### src/atr_pkg.sv
`default_nettype none
package atr_pkg;
   // routing sources
   localparam logic [3:0] SRC_LOW    = 4'h0;
   localparam logic [3:0] SRC_HIGH   = 4'h1;
   localparam logic [3:0] SRC_TMR0   = 4'h2;
   localparam logic [3:0] SRC_TMR1   = 4'h3;
   localparam logic [3:0] SRC_EXT0   = 4'h4;
   localparam logic [3:0] SRC_EXT1   = 4'h5;
   localparam logic [3:0] SRC_DSPSTB = 4'h6;
   localparam logic [3:0] SRC_HOSTSTB = 4'h7;
   localparam int         NUM_SRC    = 8;
   // routing targets
   localparam int TGT_ADCLK  = 0;
   localparam int TGT_ADGATE = 1;
   localparam int TGT_EXTOUT = 2;
   localparam int TGT_HOSTIRQ = 3;
   localparam int TGT_DSPIRQ = 4;
   localparam int NUM_TGT    = 5;
   // timer modes
   localparam logic [1:0] TM_POS = 2'h0;
   localparam logic [1:0] TM_NEG = 2'h1;
   localparam logic [1:0] TM_SQR = 2'h2;
   // timer base period in ps and its count at 10 MHz
   localparam int TMR_BASE_PS = 66700;
   localparam int CLK_PS      = 100000;
   localparam int TMR_BASE_CYC = (TMR_BASE_PS + CLK_PS - 1) / CLK_PS;
   // converter
   localparam int NCH    = 8;
   localparam int RES_W  = 16;
   localparam int FIFO_DEPTH = 64;
   localparam int FIFO_AW = 6;
   // register word addresses (avalon word index)
   localparam logic [4:0] A_ROUTE0   = 5'h00;
   localparam logic [4:0] A_TMRCFG0  = 5'h05;
   localparam logic [4:0] A_TMRCFG1  = 5'h06;
   localparam logic [4:0] A_DSPSTB   = 5'h07;
   localparam logic [4:0] A_HOSTSTB  = 5'h08;
   localparam logic [4:0] A_GAIN     = 5'h09;
   localparam logic [4:0] A_THRESH   = 5'h0a;
   localparam logic [4:0] A_FIFO     = 5'h0b;
   localparam logic [4:0] A_LEVEL    = 5'h0c;
   localparam logic [4:0] A_IRQSTAT  = 5'h0d;
   localparam logic [4:0] A_IRQEN    = 5'h0e;
   localparam logic [4:0] A_IRQCLR   = 5'h0f;
   // interrupt status bits
   localparam int IRQ_HOST  = 0;
   localparam int IRQ_DSP   = 1;
   localparam int IRQ_THR   = 2;
   localparam int IRQ_OVF   = 3;
   localparam int NIRQ      = 4;
   // reset values and unmapped read value
   localparam logic [1:0]  GAIN_RST   = 2'h0;
   localparam logic [6:0]  THRESH_RST = 7'h08;
   localparam logic [15:0] TMR_PER_RST = 16'h000a;
   localparam logic [31:0] RD_UNMAPPED = 32'h0000_0000;
   // capture fsm
   typedef enum logic [2:0] {
      CAP_IDLE = 3'b001,
      CAP_CONV = 3'b010,
      CAP_COPY = 3'b100
   } atr_cap_t;
endpackage
`default_nettype wire

### src/atr_top.sv
// Notes on behaviour
// RULE1: each target picks any source freely
// RULE2: timers give positive, negative pulse or square
// RULE3: timer periods are multiples of base period; code ticks once per 100000 ps clock, not per 66700 ps
// RULE4: two external inputs are sources
// RULE5: dsp strobe register write makes one pulse
// RULE6: host strobe register write makes one pulse
// RULE7: constant low and high are sources
// RULE8: converter clock rising edge starts conversion
// RULE9: clock edge counts only while gate high
// RULE10: external clock output follows its source
// RULE11: rising edge on host target raises irq
// RULE12: rising edge on dsp target raises irq
// RULE13: all eight channels sampled together, 16 bit
// RULE14: state machine copies all results into fifo; code drops words while fifo is full and flags overflow
// RULE15: fifo level at threshold raises dsp irq
// RULE16: per channel gain one, two, four, eight
// RULE17: edges detected on synchronised signals, pulses
// RULE18: all routes reset to constant low
`default_nettype none
module atr_top
(
   input  wire logic                mclk_i,
   input  wire logic                resetn_i,
   input  wire logic [4:0]          avs_address,
   input  wire logic                avs_read,
   input  wire logic                avs_write,
   input  wire logic [31:0]         avs_writedata,
   output logic [31:0]              avs_readdata,
   output logic                     avs_waitrequest,
   input  wire logic [1:0]          ext_trig_i,
   output logic                     ext_clk_o,
   output logic                     adc_convst_o,
   input  wire logic                adc_done_i,
   input  wire logic [127:0]        adc_data_i,
   output logic [15:0]              pga_gain_o,
   output logic                     host_irq_o,
   output logic                     dsp_irq_o
);
   // ==================================================================
   // registers
   logic [3:0]  route_reg [atr_pkg::NUM_TGT];
   logic [2:0]  tcfg_reg [2];
   logic [15:0] tper_reg [2];
   logic [15:0] gain_reg;
   logic [6:0]  thresh_reg;
   logic [3:0]  irq_stat_reg;
   logic [3:0]  irq_en_reg;
   logic        dsp_stb_reg;
   logic        host_stb_reg;
   logic        ack_reg;
   logic [1:0]  ext_s1_reg;
   logic [1:0]  ext_s2_reg;
   logic        done_s1_reg;
   logic        done_s2_reg;
   logic        done_d_reg;
   logic [4:0]  tgt_d_reg;
   logic [4:0]  tgt_reg;
   logic [15:0] fifo_mem [atr_pkg::FIFO_DEPTH];
   logic [5:0]  wr_ptr_reg;
   logic [5:0]  rd_ptr_reg;
   logic [6:0]  level_reg;
   logic [2:0]  ch_reg;
   logic [127:0] samp_reg;
   atr_pkg::atr_cap_t state_reg;
   // ==================================================================
   // bus decode
   wire       acc     = (avs_read || avs_write) && !ack_reg;
   wire       wr      = avs_write && !ack_reg;
   wire       rd      = avs_read && !ack_reg;
   wire       wr_route = wr && (avs_address < 5'(atr_pkg::NUM_TGT));
   wire       wr_t0   = wr && (avs_address == atr_pkg::A_TMRCFG0);
   wire       wr_t1   = wr && (avs_address == atr_pkg::A_TMRCFG1);
   wire       wr_dstb = wr && (avs_address == atr_pkg::A_DSPSTB);
   wire       wr_hstb = wr && (avs_address == atr_pkg::A_HOSTSTB);
   wire       wr_gain = wr && (avs_address == atr_pkg::A_GAIN);
   wire       wr_thr  = wr && (avs_address == atr_pkg::A_THRESH);
   wire       wr_en   = wr && (avs_address == atr_pkg::A_IRQEN);
   wire       wr_clr  = wr && (avs_address == atr_pkg::A_IRQCLR);
   wire       rd_fifo = rd && (avs_address == atr_pkg::A_FIFO);
   wire       fifo_empty = (level_reg == 7'h00);
   wire       fifo_full  = (level_reg == 7'(atr_pkg::FIFO_DEPTH));
   wire       pop     = rd_fifo && !fifo_empty;
   // ==================================================================
   // sources
   logic [1:0] tmr_out;
   logic [4:0] tgt_next;
   wire [7:0] src = {host_stb_reg, dsp_stb_reg, ext_s2_reg, tmr_out, 1'b1, 1'b0}; // RULE4 RULE7
   genvar gt;
   generate
      for (gt = 0; gt < 2; gt++)
      begin : g_tmr
         atr_timer u_tmr // RULE3
         (
            .mclk_i   (mclk_i),
            .resetn_i (resetn_i),
            .en_i     (tcfg_reg[gt][2]),
            .mode_i   (tcfg_reg[gt][1:0]),
            .period_i (tper_reg[gt]),
            .out_o    (tmr_out[gt])
         );
      end
      for (gt = 0; gt < atr_pkg::NUM_TGT; gt++)
      begin : g_tgt
         assign tgt_next[gt] = src[route_reg[gt][2:0]]; // RULE1
      end
   endgenerate
   // ==================================================================
   // events
   wire adclk_rise = tgt_reg[atr_pkg::TGT_ADCLK] && !tgt_d_reg[atr_pkg::TGT_ADCLK]; // RULE17
   wire conv_go  = adclk_rise && tgt_reg[atr_pkg::TGT_ADGATE]; // RULE8 RULE9
   wire host_ev  = tgt_reg[atr_pkg::TGT_HOSTIRQ] && !tgt_d_reg[atr_pkg::TGT_HOSTIRQ]; // RULE11
   wire dsp_ev   = tgt_reg[atr_pkg::TGT_DSPIRQ] && !tgt_d_reg[atr_pkg::TGT_DSPIRQ]; // RULE12
   wire done_ev  = done_s2_reg && !done_d_reg;
   wire push     = (state_reg == atr_pkg::CAP_COPY) && !fifo_full;
   wire ovf_ev   = (state_reg == atr_pkg::CAP_COPY) && fifo_full;
   wire thr_ev   = (level_reg >= thresh_reg) && (thresh_reg != 7'h00); // RULE15
   wire [3:0] ev = {ovf_ev, thr_ev, dsp_ev, host_ev};
   wire [3:0] stat_next = ev | (irq_stat_reg & ~(wr_clr ? avs_writedata[3:0] : 4'h0));
   wire [15:0] samp_word = samp_reg[ch_reg*16 +: 16];
   logic [31:0] rdata;
   assign rdata =
      (avs_address < 5'(atr_pkg::NUM_TGT)) ? {28'h0000000, route_reg[avs_address[2:0]]} :
      (avs_address == atr_pkg::A_TMRCFG0) ? {13'h0000, tcfg_reg[0], tper_reg[0]} :
      (avs_address == atr_pkg::A_TMRCFG1) ? {13'h0000, tcfg_reg[1], tper_reg[1]} :
      (avs_address == atr_pkg::A_GAIN)    ? {16'h0000, gain_reg} :
      (avs_address == atr_pkg::A_THRESH)  ? {25'h0000000, thresh_reg} :
      (avs_address == atr_pkg::A_FIFO)    ? {16'h0000, fifo_mem[rd_ptr_reg]} :
      (avs_address == atr_pkg::A_LEVEL)   ? {25'h0000000, level_reg} :
      (avs_address == atr_pkg::A_IRQSTAT) ? {28'h0000000, irq_stat_reg} :
      (avs_address == atr_pkg::A_IRQEN)   ? {28'h0000000, irq_en_reg} :
      atr_pkg::RD_UNMAPPED;
   // ==================================================================
   // bus slave: one wait state, answer at second edge
   always_ff @(posedge mclk_i)
   begin
      if (!resetn_i)
      begin
         ack_reg         <= 1'b0;
         avs_waitrequest <= 1'b1;
         avs_readdata    <= 32'h0000_0000;
      end
      else
      begin
         ack_reg <= acc;
         avs_waitrequest <= !acc;
         if (rd)
            avs_readdata <= fifo_empty && rd_fifo ? 32'h0000_0000 : rdata;
      end
   end
   // ==================================================================
   // configuration
   always_ff @(posedge mclk_i)
   begin
      if (!resetn_i)
      begin
         for (int i = 0; i < atr_pkg::NUM_TGT; i++)
            route_reg[i] <= atr_pkg::SRC_LOW; // RULE18
         for (int i = 0; i < 2; i++)
         begin
            tcfg_reg[i] <= 3'h0;
            tper_reg[i] <= atr_pkg::TMR_PER_RST;
         end
         gain_reg     <= {8{atr_pkg::GAIN_RST}};
         thresh_reg   <= atr_pkg::THRESH_RST;
         irq_en_reg   <= 4'h0;
         dsp_stb_reg  <= 1'b0;
         host_stb_reg <= 1'b0;
      end
      else
      begin
         if (wr_route)
            route_reg[avs_address[2:0]] <= avs_writedata[3:0];
         if (wr_t0)
            {tcfg_reg[0], tper_reg[0]} <= avs_writedata[18:0];
         if (wr_t1)
            {tcfg_reg[1], tper_reg[1]} <= avs_writedata[18:0];
         if (wr_gain)
            gain_reg <= avs_writedata[15:0]; // RULE16
         if (wr_thr)
            thresh_reg <= avs_writedata[6:0];
         if (wr_en)
            irq_en_reg <= avs_writedata[3:0];
         dsp_stb_reg  <= wr_dstb; // RULE5
         host_stb_reg <= wr_hstb; // RULE6
      end
   end
   // ==================================================================
   // synchronisers and event state
   always_ff @(posedge mclk_i)
   begin
      if (!resetn_i)
      begin
         ext_s1_reg   <= 2'h0;
         ext_s2_reg   <= 2'h0;
         done_s1_reg  <= 1'b0;
         done_s2_reg  <= 1'b0;
         done_d_reg   <= 1'b0;
         tgt_reg      <= 5'h00;
         tgt_d_reg    <= 5'h00;
         irq_stat_reg <= 4'h0;
         host_irq_o   <= 1'b0;
         dsp_irq_o    <= 1'b0;
         ext_clk_o    <= 1'b0;
         pga_gain_o   <= {8{atr_pkg::GAIN_RST}};
      end
      else
      begin
         ext_s1_reg   <= ext_trig_i;
         ext_s2_reg   <= ext_s1_reg;
         done_s1_reg  <= adc_done_i;
         done_s2_reg  <= done_s1_reg;
         done_d_reg   <= done_s2_reg;
         tgt_reg      <= tgt_next;
         tgt_d_reg    <= tgt_reg;
         irq_stat_reg <= stat_next;
         host_irq_o   <= stat_next[atr_pkg::IRQ_HOST] & irq_en_reg[atr_pkg::IRQ_HOST];
         dsp_irq_o    <= |(stat_next[3:1] & irq_en_reg[3:1]);
         ext_clk_o    <= tgt_reg[atr_pkg::TGT_EXTOUT]; // RULE10
         pga_gain_o   <= gain_reg;
      end
   end
   // ==================================================================
   // capture fsm and fifo
   always_ff @(posedge mclk_i)
   begin
      if (!resetn_i)
      begin
         state_reg    <= atr_pkg::CAP_IDLE;
         adc_convst_o <= 1'b0;
         ch_reg       <= 3'h0;
         samp_reg     <= 128'h0;
         wr_ptr_reg   <= 6'h00;
         rd_ptr_reg   <= 6'h00;
         level_reg    <= 7'h00;
      end
      else
      begin
         adc_convst_o <= 1'b0;
         case (state_reg)
            atr_pkg::CAP_IDLE:
               if (conv_go)
               begin
                  adc_convst_o <= 1'b1; // RULE13
                  state_reg    <= atr_pkg::CAP_CONV;
               end
            atr_pkg::CAP_CONV:
               if (done_ev)
               begin
                  samp_reg  <= adc_data_i; // RULE13
                  ch_reg    <= 3'h0;
                  state_reg <= atr_pkg::CAP_COPY;
               end
            atr_pkg::CAP_COPY:
            begin
               ch_reg <= ch_reg + 3'h1; // RULE14
               if (ch_reg == 3'h7)
                  state_reg <= atr_pkg::CAP_IDLE;
            end
            default: state_reg <= atr_pkg::CAP_IDLE;
         endcase
         if (push)
         begin
            fifo_mem[wr_ptr_reg] <= samp_word; // RULE14
            wr_ptr_reg <= wr_ptr_reg + 6'h01;
         end
         if (pop)
            rd_ptr_reg <= rd_ptr_reg + 6'h01;
         level_reg <= level_reg + 7'(push) - 7'(pop);
      end
   end
endmodule
`default_nettype wire

### src/atr_timer.sv
`default_nettype none
module atr_timer
(
   input  wire logic        mclk_i,
   input  wire logic        resetn_i,
   input  wire logic        en_i,
   input  wire logic [1:0]  mode_i,
   input  wire logic [15:0] period_i,
   output logic             out_o
);
   logic [15:0] cnt_reg;
   logic [15:0] base_reg;
   logic        sq_reg;
   logic        tick;
   logic        wrap;
   // base tick: one per TMR_BASE_CYC clocks, base period rounded up to one clock; period counts in base ticks
   assign tick = (base_reg == 16'(atr_pkg::TMR_BASE_CYC - 1));
   assign wrap = tick && (period_i == 16'h0000 || cnt_reg >= period_i - 16'h0001);
   always_ff @(posedge mclk_i)
   begin
      if (!resetn_i || !en_i)
      begin
         base_reg <= 16'h0000;
         cnt_reg  <= 16'h0000;
         sq_reg   <= 1'b0;
         out_o    <= 1'b0;
      end
      else
      begin
         base_reg <= tick ? 16'h0000 : base_reg + 16'h0001;
         if (tick)
            cnt_reg <= wrap ? 16'h0000 : cnt_reg + 16'h0001;
         if (wrap)
            sq_reg <= ~sq_reg;
         case (mode_i) // RULE2
            atr_pkg::TM_POS: out_o <= wrap;
            atr_pkg::TM_NEG: out_o <= ~wrap;
            default:         out_o <= sq_reg ^ wrap;
         endcase
      end
   end
endmodule
`default_nettype wire

### config.mk
export PLATFORM = sky130hd
export DESIGN_NAME = atr_top
export DESIGN_NICKNAME = d
export VERILOG_FILES = /design/src/atr_pkg.sv /design/src/atr_top.sv /design/src/atr_timer.sv
export SDC_FILE = /design/constraint.sdc
export NUM_CORES = 2
export LEC_CHECK = 0
export BUFFER_PORTS_ARGS = -buffer_cell sky130_fd_sc_hd__buf_2
export CAP_MARGIN = 5
export CORE_MARGIN = 2
export CORE_UTILIZATION = 40
export DETAILED_ROUTE_END_ITERATION = 8
export PLACE_DENSITY_LB_ADDON = 0.25
export SKIP_CTS_REPAIR_TIMING = 1
export SLEW_MARGIN = 30
export SYNTH_ARGS = -nofsm -noshare
export SYNTH_HDL_FRONTEND = slang
export SYNTH_SLANG_ARGS = --single-unit
### constraint.sdc
create_clock -name mclk_i -period 5.5 [get_ports mclk_i]
set_clock_uncertainty 0.15 [all_clocks]
set_input_delay 0.825 -clock mclk_i [delete_from_list [all_inputs] [get_ports mclk_i]]
set_output_delay 0.825 -clock mclk_i [all_outputs]
set_load 0.005 [all_outputs]
==> flow_summary.ini <==
[status]
outcome = complete, no violations

[clock_network]
cts.sinks = 1410
cts-root-buf = clkbuf_16
tritoncts = done
cts_htree_levels = 4
clockBufferDepth = 3
clkTransAtPathRegs_ns = 0.06
cts_made_buffers = 148
clk_latency_ns = 0.79

[global_routing]
grt_util_met3_pct = 3.54
grt_pass1_vias = 32300
grtUsageMet1_pct = 28.0
grt_max_degree = 124
overflow = 0
grt_antenna_before_repair = 4
busiest_layer = met2
use_met2_pct = 31.6
grt_pass1_wl_um = 214000
grtUsageTotal_pct = 19.8

[die]
die_width_um = 382
die-area_um2 = 146000
start_util_pct = 40.4
io_pins = 225
rows = 138
core_area_um2 = 142000
die_h_um = 382

[timing]
grt_setup_unrepaired = false
report.final.slew_viol_count = 0
worstMarginPinSlew_ns = 1.03
finalSetupViolCount = 0
fin_crit_sh_pct = 73.8
max_freq_mhz = 246
setup_slack_ns = 1.44
max-slew-margin-rel_pct = 31.1
finalSetupTns_ns = 0
fin_crit_ns = 4.06
hold_viol_final = 0

[min_path]
min_path_type = input port to flop
worstHoldStart = adc_done_i

[placed_design]
place_ws_ns = 1.19
globalplace.congestion = 0.828
dp_hpwl_um = 90700
io_buffers = 198

[synthesis]
avgSynthCellArea_um2 = 15.4
yosys.cell_types.count = 71
synth_seq_area_share_pct = 67.7
synth.largest_area_cell = edfxtp_1
syn_area_um2 = 57300
synthArstFlopShare_pct = 0
yosysTopAreaCellShare_pct = 55.3
synthTopCellsByArea = edfxtp_1 (55%), dfxtp_1 (12%), mux4_2 (11%), nand2_1 (2.9%), a21boi_0 (2.2%)
netlist_instances = 3710
ys_seq_elements = 1410
synth_edf_count = 1056
yosysWarnings = 0
ys.flop_type = edfxtp_1

[detailed_routing]
ant_nets = 0
via_per_inst = 5.45
routedWlPerCell_um = 24.2
drc = 0
drt-total-wl_um = 145000
firstDrtPassIters = 5
num_vias = 32700
drt_iter0_markers = 3315

[setup_path]
path_buf_inv = 1
critical_path_required_ns = 6.01
criticalPathCategory = flop to flop
path_max_fanout = 23
path_cells = buf_4 > mux4_2 > nor3b_1 > a311oi_1 > a32oi_1 > nor3_1 > nor3b_1 > a221o_1
arrival_ns = 4.57
slowest_delay_ns = 0.85
start_kind = flop
crit_top_cell = nor3b_1
crit_family = compound AO/OA/AOI/OAI gates
cpMaxStageDelayCell = dfxtp_2
endpoint_kind = flop

[power]
max-vdd-ir-drop_uv = 340
power_density_nw_per_um2 = 328
leakage_nw = 21.4

[final_layout]
largest_reg_flops = 1024
fin_nets = 4213
syn2layout_area_growth_pct = 14.1
layout-drive-gt1-share_pct = 20.8

[run]
cap_violations = 0
[final timing paths]
path	to	slack, ns	depth (start not counted)
setup / recovery	avs_readdata[2]	1.44	8
hold / removal	done_s1_reg	0.12	2
setup reg to reg	avs_readdata[2]	1.44	8
hold reg to reg	done_s2_reg	0.29	1
[Yosys cell counts (5+ instances only)]
cell type	count
xnor2_1	49
a32oi_1	6
mux2_2	23
a21boi_0	166
nor3b_1	12
dfxtp_1	354
or3_1	14
buf_4	22
nor2_1	181
edfxtp_1	1056
clkbuf_1	131
buf_2	35
nand2b_1	19
mux2i_1	86
buf_6	14
and3_1	21
nor2b_1	59
a22o_1	6
buf_1	19
xor2_1	46
nand4_1	25
ha_1	62
a221oi_1	10
o22ai_1	10
nor4_1	24
a31oi_1	5
nand3_1	48
nand2_1	441
a22oi_1	106
mux4_2	286
and2_1	74
o21ai_1	5
o211ai_1	13
o31ai_1	6
a21o_1	10
a21oi_1	88
a311oi_1	8
inv_1	38
o21ai_0	41
nor3_1	32
[cell families after synthesis]
family,share of synthesized area [%]
multiplexers,13.2
adder cells (fa/ha/maj),1.39
flip-flops,67.7
AND/OR/NAND/NOR,7.92
AO/OA/AOI/OAI,6.14
XOR/XNOR,1.45
buffers and inverters,2.18
other,0.00655
[report_power, final]
group	total, mW	leakage [nW]	switching [mW]	internal [mW]
combinational	0.420	6.42	0.228	0.192
clock	9.67	2.27	4.07	5.60
sequential	11.4	12.7	0.0312	11.3
[layout by cell type (no fill, tap or decap), types with 106 or more instances in the layout]
| cell type | n |
|---|---|
| a21boi_0 | 166 |
| a22oi_1 | 106 |
| buf_2 | 197 |
| buf_4 | 112 |
| clkbuf_16 | 150 |
| dfxtp_1 | 349 |
| edfxtp_1 | 1056 |
| mux4_2 | 286 |
| nand2_1 | 440 |
| nor2_1 | 174 |
[through the flow]
step	cells	instance area [um^2]	util, %	total power [mW]	hold WS, ns
floorplan	3734	57400	-	11.8	0.262
global placement	5718	60700	42.7	12.0	0.267
detailed placement	5718	60700	42.8	12.0	0.274
CTS	5987	65400	46.0	21.7	0.0522
global route	5989	65400	46.1	22.1	0.0810
finish	5993	65400	46.1	21.4	0.116
[routing by layer]
layer  routed length, um  part of all wire [%]
met1               64300                    44
met2               69200                    48
met3                9060                   6.2
met4                2560                   1.8
met5                   0                     0
[final cells by class]
type / instances / area (um^2)
Sequential cell: 1410 / 38800
Clock inverter: 70 / 649
Fill cell: 12400 / 76600
Tap cell: 1890 / 2360
Inverter: 39 / 146
Timing Repair Buffer: 317 / 1960
Antenna cell: 6 / 15.0
Multi-Input combinational cell: 2062 / 17400
Clock buffer: 199 / 4020
(Power assumes the default switching activity.)
